<file path="src/rtl/paging_pkg.sv">
// Overview of operation
// - page select at CAh, write only
// - two page bits pick lower 2K page
// - interrupts and calls leave page select unchanged
// - page select not initialised at reset
// - readout protection blocks external program reads
// - protection cleared only by full erasure
// - data 40h-7Fh reads program memory window
// - window address is base then low six bits
// - window moves in 64-byte steps
// - window register write only, no read path
// - window register not cleared, load before use
// - two RAM and two EEPROM banks at 00h-3Fh
// - six 12-bit return address stack entries
// - program counter is 12 bits wide
// - pc bit 11 selects static page
// - window base in seven low bits
package paging_pkg;
  localparam int PC_W = 12;
  localparam int PROG_ADDR_W = 13;
  localparam int DATA_ADDR_W = 8;
  localparam int STACK_DEPTH = 6;
  localparam int STACK_PTR_W = 3;
  localparam int BANK_ADDR_W = 6;
  localparam int BANK_WORDS = 64;
  localparam int WIN_BASE_W = 7;
  localparam int PAGE_W = 2;
  localparam logic [7:0] PAGE_SEL_ADDR = 8'hca;
  localparam logic [7:0] WINDOW_ADDR = 8'hc9;
  localparam logic [7:0] BANK_SEL_ADDR = 8'hcb;
  localparam logic [7:0] WIN_LO_ADDR = 8'h40;
  localparam logic [7:0] WIN_HI_ADDR = 8'h7f;
  localparam logic [7:0] BANK_HI_ADDR = 8'h3f;
  localparam int PC_STATIC_BIT = 11;
  localparam logic [1:0] STATIC_PAGE = 2'h1;
  localparam int BANK_EE0_BIT = 0;
  localparam int BANK_EE1_BIT = 1;
  localparam int BANK_RAM1_BIT = 3;
  localparam int BANK_RAM2_BIT = 4;
  localparam logic [1:0] BANK_RAM1 = 2'h0;
  localparam logic [1:0] BANK_RAM2 = 2'h1;
  localparam logic [1:0] BANK_EE0 = 2'h2;
  localparam logic [1:0] BANK_EE1 = 2'h3;
  localparam int BANK_COUNT = 4;
  typedef enum logic [1:0] {
    PROT_OPEN,
    PROT_LOCKED,
    PROT_ERASING
  } prot_state_t;
endpackage

</file>
<file path="src/rtl/bank_mem.sv">
module bank_mem
  import paging_pkg::*;
(
  input wire logic clk_in,
  input wire logic wr_en_in,
  input wire logic [BANK_ADDR_W-1:0] addr_in,
  input wire logic [7:0] wr_data_in,
  output logic [7:0] rd_data_out
);
  logic [7:0] mem [BANK_WORDS];

  always_ff @(posedge clk_in) begin
    if (wr_en_in) begin
      mem[addr_in] <= wr_data_in;
    end
  end

  assign rd_data_out = mem[addr_in];
endmodule

</file>
<file path="src/rtl/return_stack.sv">
module return_stack
  import paging_pkg::*;
(
  input wire logic clk_in,
  input wire logic reset_in,
  input wire logic push_in,
  input wire logic pop_in,
  input wire logic [PC_W-1:0] push_pc_in,
  output logic [PC_W-1:0] top_pc_out,
  output logic full_out,
  output logic empty_out
);
  logic [PC_W-1:0] entry [STACK_DEPTH];
  logic [STACK_PTR_W-1:0] depth_reg;
  logic [STACK_PTR_W-1:0] depth_next;
  logic do_push;
  logic do_pop;

  assign full_out = (depth_reg == STACK_PTR_W'(STACK_DEPTH));
  assign empty_out = (depth_reg == '0);
  assign do_push = push_in && !full_out;
  assign do_pop = pop_in && !empty_out && !push_in;
  assign depth_next = do_push ? depth_reg + 3'h1 :
                      do_pop ? depth_reg - 3'h1 : depth_reg;
  assign top_pc_out = empty_out ? '0 : entry[depth_reg - 3'h1];

  always_ff @(posedge clk_in or posedge reset_in) begin
    if (reset_in) begin
      depth_reg <= '0;
    end else begin
      depth_reg <= depth_next;
    end
  end

  always_ff @(posedge clk_in) begin
    if (do_push) begin
      entry[depth_reg] <= push_pc_in;
    end
  end
endmodule

</file>
<file path="src/rtl/program_data_paging.sv">
module program_data_paging
  import paging_pkg::*;
(
  input wire logic clk_in,
  input wire logic reset_in,
  // data-space access from the core
  input wire logic data_wr_in,
  input wire logic data_rd_in,
  input wire logic bit_op_in,
  input wire logic [DATA_ADDR_W-1:0] data_addr_in,
  input wire logic [7:0] data_wr_data_in,
  output logic [7:0] data_rd_data_out,
  output logic data_hit_out,
  output logic reg_misuse_out,
  // fetch side
  input wire logic [PC_W-1:0] pc_in,
  input wire logic call_in,
  input wire logic return_in,
  output logic [PC_W-1:0] return_pc_out,
  output logic stack_full_out,
  output logic stack_empty_out,
  // program memory port
  output logic [PROG_ADDR_W-1:0] prog_addr_out,
  input wire logic [7:0] prog_data_in,
  output logic win_read_out,
  // external readout and protection option
  input wire logic ext_rd_in,
  input wire logic [PROG_ADDR_W-1:0] ext_addr_in,
  output logic [7:0] ext_data_out,
  output logic ext_blocked_out,
  input wire logic protect_set_in,
  input wire logic full_erase_in,
  output logic erase_all_out,
  output logic protected_out
);
  // ****************************************
  // address decode
  // ****************************************
  logic page_wr;
  logic window_wr;
  logic bank_wr;
  logic in_window;
  logic in_bank;
  logic wo_touch;

  assign page_wr = data_wr_in && !bit_op_in &&
                   (data_addr_in == PAGE_SEL_ADDR);
  assign window_wr = data_wr_in && !bit_op_in &&
                     (data_addr_in == WINDOW_ADDR);
  assign bank_wr = data_wr_in && !bit_op_in &&
                   (data_addr_in == BANK_SEL_ADDR);
  assign in_window = (data_addr_in >= WIN_LO_ADDR) &&
                     (data_addr_in <= WIN_HI_ADDR);
  assign in_bank = (data_addr_in <= BANK_HI_ADDR);
  assign wo_touch = (data_addr_in == PAGE_SEL_ADDR) ||
                    (data_addr_in == WINDOW_ADDR) ||
                    (data_addr_in == BANK_SEL_ADDR);

  // ****************************************
  // write-only mapping registers
  // ****************************************
  logic [PAGE_W-1:0] page_sel_reg;
  logic [WIN_BASE_W-1:0] data_window_base_reg;
  logic [BANK_COUNT-1:0] bank_sel_reg;
  logic [BANK_COUNT-1:0] bank_sel_next;

  assign bank_sel_next = {data_wr_data_in[BANK_EE1_BIT],
                          data_wr_data_in[BANK_EE0_BIT],
                          data_wr_data_in[BANK_RAM2_BIT],
                          data_wr_data_in[BANK_RAM1_BIT]};

  // only a data write changes it
  always_ff @(posedge clk_in) begin
    if (page_wr) begin
      page_sel_reg <= data_wr_data_in[PAGE_W-1:0];
    end
  end

  always_ff @(posedge clk_in) begin
    if (window_wr) begin
      data_window_base_reg <= data_wr_data_in[WIN_BASE_W-1:0];
    end
  end

  always_ff @(posedge clk_in) begin
    if (bank_wr) begin
      bank_sel_reg <= bank_sel_next;
    end
  end

  // ****************************************
  // program address formation
  // ****************************************
  logic [PAGE_W-1:0] fetch_page;
  logic [PROG_ADDR_W-1:0] fetch_addr;
  logic [PROG_ADDR_W-1:0] window_addr;
  logic ext_go;

  // pc bit 11 forces static page
  assign fetch_page = pc_in[PC_STATIC_BIT] ? STATIC_PAGE : page_sel_reg;
  assign fetch_addr = {fetch_page, pc_in[PC_STATIC_BIT-1:0]};
  assign window_addr = {data_window_base_reg,
                        data_addr_in[BANK_ADDR_W-1:0]};
  assign win_read_out = data_rd_in && in_window;
  assign prog_addr_out = win_read_out ? window_addr :
                         ext_go ? ext_addr_in : fetch_addr;

  // ****************************************
  // banked RAM and EEPROM
  // ****************************************
  logic [7:0] bank_rd [BANK_COUNT];
  logic bank_any;
  logic [7:0] bank_data;

  genvar gi;
  generate
    for (gi = 0; gi < BANK_COUNT; gi++) begin : g_bank
      bank_mem u_bank (
        .clk_in(clk_in),
        .wr_en_in(data_wr_in && in_bank && bank_sel_reg[gi]),
        .addr_in(data_addr_in[BANK_ADDR_W-1:0]),
        .wr_data_in(data_wr_data_in),
        .rd_data_out(bank_rd[gi])
      );
    end
  endgenerate

  assign bank_any = |bank_sel_reg;

  always_comb begin
    bank_data = 8'h00;
    for (int i = 0; i < BANK_COUNT; i++) begin
      if (bank_sel_reg[i]) begin
        bank_data = bank_data | bank_rd[i];
      end
    end
  end

  // ****************************************
  // data read return
  // ****************************************
  logic [7:0] rd_data_next;
  logic hit_next;

  // window data same cycle as ram
  assign rd_data_next = in_window ? prog_data_in :
                        (in_bank && bank_any) ? bank_data : 8'h00;
  assign hit_next = data_rd_in && (in_window || (in_bank && bank_any));

  always_ff @(posedge clk_in or posedge reset_in) begin
    if (reset_in) begin
      data_rd_data_out <= 8'h00;
      data_hit_out <= 1'b0;
      reg_misuse_out <= 1'b0;
    end else begin
      data_rd_data_out <= data_rd_in ? rd_data_next : 8'h00;
      data_hit_out <= hit_next;
      reg_misuse_out <= wo_touch && (data_rd_in || bit_op_in);
    end
  end

  // ****************************************
  // return stack
  // ****************************************
  return_stack u_stack (
    .clk_in(clk_in),
    .reset_in(reset_in),
    .push_in(call_in),
    .pop_in(return_in),
    .push_pc_in(pc_in),
    .top_pc_out(return_pc_out),
    .full_out(stack_full_out),
    .empty_out(stack_empty_out)
  );

  // ****************************************
  // readout protection
  // ****************************************
  prot_state_t prot_reg;
  prot_state_t prot_next;

  always_comb begin
    prot_next = prot_reg;
    case (prot_reg)
      PROT_OPEN: begin
        if (full_erase_in) begin
          prot_next = PROT_ERASING;
        end else if (protect_set_in) begin
          prot_next = PROT_LOCKED;
        end
      end
      PROT_LOCKED: begin
        if (full_erase_in) begin
          prot_next = PROT_ERASING;
        end
      end
      PROT_ERASING: begin
        if (!full_erase_in) begin
          prot_next = PROT_OPEN;
        end
      end
      default: begin
        prot_next = PROT_LOCKED;
      end
    endcase
  end

  always_ff @(posedge clk_in or posedge reset_in) begin
    if (reset_in) begin
      prot_reg <= PROT_LOCKED;
    end else begin
      prot_reg <= prot_next;
    end
  end

  logic locked;
  assign locked = (prot_reg != PROT_OPEN);
  assign protected_out = locked;
  assign erase_all_out = (prot_reg == PROT_ERASING);
  assign ext_blocked_out = ext_rd_in && locked;
  assign ext_go = ext_rd_in && !locked;

  always_ff @(posedge clk_in or posedge reset_in) begin
    if (reset_in) begin
      ext_data_out <= 8'h00;
    end else if (ext_go && !win_read_out) begin
      ext_data_out <= prog_data_in;
    end else begin
      ext_data_out <= 8'h00;
    end
  end
endmodule

</file>
<file path="config.mk">
export PLATFORM = sky130hd
export DESIGN_NAME = program_data_paging
export DESIGN_NICKNAME = d
export VERILOG_FILES = /design/src/rtl/paging_pkg.sv /design/src/rtl/bank_mem.sv /design/src/rtl/return_stack.sv /design/src/rtl/program_data_paging.sv
export SDC_FILE = /design/constraint.sdc
export NUM_CORES = 2
export LEC_CHECK = 0
export ABC_AREA = 1
export BUFFER_PORTS_ARGS = -buffer_cell sky130_fd_sc_hd__buf_2
export CORE_MARGIN = 1
export CORE_UTILIZATION = 40
export DETAILED_ROUTE_END_ITERATION = 12
export MAX_ROUTING_LAYER = met4
export PLACE_DENSITY = 0.53
export SYNTH_ARGS = -nofsm -noshare
export SYNTH_HDL_FRONTEND = slang
export SYNTH_SLANG_ARGS = --single-unit
</file>
<file path="constraint.sdc">
create_clock -name clk_in -period 3.4 [get_ports clk_in]
set_input_delay 0 -clock clk_in [delete_from_list [all_inputs] [get_ports clk_in]]
set_output_delay 0 -clock clk_in [all_outputs]
set_load 0.005 [all_outputs]
</file>
==> metrics.cfg <==
[floorplanning]
start_util = 0.4032
dieHeight_um = 481.1
ios = 108
num_rows = 175
die_w_um = 481.1
core_area_um2 = 227700
die_area_um2 = 231500

[drt]
ant_nets = 0
first_pass_iters = 6
viasPerCell = 5.023
vias = 63350
first_iter_violations = 5882
drc = 0
wl_um = 272900
wl_per_cell_um = 21.64

[job]
drv_cap = 0

[worst_hold_path]
hp-class = in -> reg

[critical_path]
critPathKind = reg -> reg
startpoint_type = flip-flop
required_ps = 4220
cp.arrival_ps = 3930
cp-end-kind = flip-flop
crit_fanout = 18

[cells_and_area]
mostFrequentLayoutCells = nand2_1, edfxtp_1, nand3_1
nNetsFinal = 9470
fin_util = 0.4673
regMostFlops = g_bank.u_bank.mem
final_common_cell = nand2_1
drive_gt1_frac = 0.09200
largestRegisters = g_bank.u_bank.mem x2048, u_stack.entry x72
largest_reg_flops = 2048
area_growth_pct = 15.91

[logic_synthesis]
avgSynthCellArea_um2 = 10.13
yosysWarnings = 0
yosysSeqAreaShare = 0.7039
syn-num-nets = 9127
synthesis.area_um2 = 91810
synth-seq-cells = 2156
ys_types = 31
syn_inst = 9061

[clock_network]
clk_latency_ps = 900
clkSinkCount = 2156
htreeDepth = 4
postCtsSetupBuffers = 0
cts_buffers = 227
cts_buffer_depth = 3
cts_tree = done
cts-root-buf = clkbuf_16
clk_pin_slew_worst_paths_ps = 60

[power_and_ir_drop]
peakVddDrop_mv = 0.5627
power_density_nw_per_um2 = 561.3
p_leak_nw = 44.18
power.total_mw = 59.73

[sta]
post-route-period-util = 0.9168
finalWorstSetupSlack_ps = 282.7
fmax_mhz = 320.8
slew_violations = 0
grt_setup_unrepaired = no
max_slew.worst_pin.slew_ps = 1111
finalHoldViolCount = 0
clock_skew_ps = 57.57
period_minus_slack_ps = 3117
fin_tns_setup_ps = 0
timing.hold.ws_ps = 85.24
finalSetupViolCount = 0
slew_headroom = 0.2596

[place]
dpl.hpwl_um = 164900
detailedPlace.worstSlack_ps = 265.4
gp_congestion = 0.9847
port_buffers = 107

[global_route]
grt_pass1_vias = 61120
antenna_found_initial = 9
grt_pass1_wl_um = 404300
grt_overflow = 0
grt_start_max_net_pins = 162
grtUsageTotal = 0.2423

[status]
status = finished, final reports clean

-- metal layers --
layer | part of all wire | GRT usage | wire [um]
met5 | 0 | - | 0
met4 | 0.037 | 0.08767 | 9998
met3 | 0.062 | 0.03613 | 16950
met2 | 0.46 | 0.3702 | 125400
met1 | 0.44 | 0.3284 | 120500
-- layout make-up --
cell class	count	area, um2
antenna	4	10.01
clock buffer	281	5963
clock inverter	142	1521
fill	20930	121300
inverter	538	2043
multi-input combinational	5887	23330
sequential	2156	64630
tap	3009	3765
timing repair buffer	594	5160
-- cell usage after synthesis --
cell type	instances	share of area
inv_1	534	0.022
nor3_1	10	0.00055
o21ai_1	16	0.00087
nor4_1	1	0.000068
nand2_1	4720	0.19
xor2_1	1	0.000095
nor2_2	2	0.00014
a21oi_1	27	0.0015
inv_2	2	0.000082
a31oi_1	14	0.00095
a221oi_1	1	0.000095
mux2i_1	1	0.00011
nand3_1	596	0.032
buf_1	35	0.0014
ha_1	7	0.00095
buf_2	106	0.0058
or2_2	10	0.00068
xnor2_1	1	0.000095
dfrtp_1	22	0.0060
buf_4	5	0.00041
o32ai_1	12	0.0011
dfstp_2	1	0.00029
a311oi_1	13	0.0012
o211ai_1	1	0.000082
nand3b_1	1	0.000082
edfxtp_1	2133	0.70
o31ai_1	1	0.000082
clkbuf_1	334	0.014
o21ai_0	14	0.00076
clkinv_1	2	0.000082
nor2_1	438	0.018
-- power by group --
part	switching (mW)	internal (mW)
clock	10.6	14.3
combinational	3.76	1.55
sequential	0.0774	29.4
total	14.5	45.2
-- stage by stage --
step | std cells | instance area (um2)
detailed placement | 12110 | 98130
floorplan | 9061 | 91810
CTS | 12610 | 106400
finish | 12610 | 106400
global route | 12610 | 106400
global placement | 12110 | 98130
-- kinds of logic (layout without fill, tap and decap cells) --
family / after synthesis / in the layout / share of synthesized area
AND/OR/NAND/NOR: 5778 / 5778 / 0.2449
flip-flops: 2156 / 2156 / 0.7039
buffers and inverters: 1018 / 1555 / 0.04327
AO/OA/AOI/OAI: 99 / 99 / 0.006705
adder cells (fa/ha/maj): 7 / 7 / 0.0009539
XOR/XNOR: 2 / 2 / 0.0001908
multiplexers: 1 / 1 / 0.0001090
other: 0 / 4 / 0
-- final timing paths --
check                                startpoint                   end  slack, ps  cells past startpoint
max in group asynchronous              reset_in       ext_data_out[7]       2560                      5
max reg2reg                u_stack.depth_reg[0]  u_stack.depth_reg[2]        280                      9
min in group asynchronous              reset_in  u_stack.depth_reg[2]        380                      5
min reg2reg                         prot_reg[1]           prot_reg[1]        580                      2
max                        u_stack.depth_reg[0]  u_stack.depth_reg[2]        280                      9
min                             prog_data_in[4]   data_rd_data_out[4]         90                      4
-- critical path, stage by stage (launching register included) --
cell           delay, ps
dfrtp_1              380
inv_1                480
ha_4                 220
nand2_1               60
nand3_1               70
dlygate4sd3_1        570
nand3_1               70
dlygate4sd3_1        560
o211ai_1              80
dlygate4sd3_1        560
-- repair_timing --
item,CTS,global route
hold buffers,78,0
gates resized for setup,2,1
endpoints found under the setup margin,11,8
cloned,0,0
endpoints found under the hold margin,1861,0
Note: power is estimated with default switching activity, not from simulation.
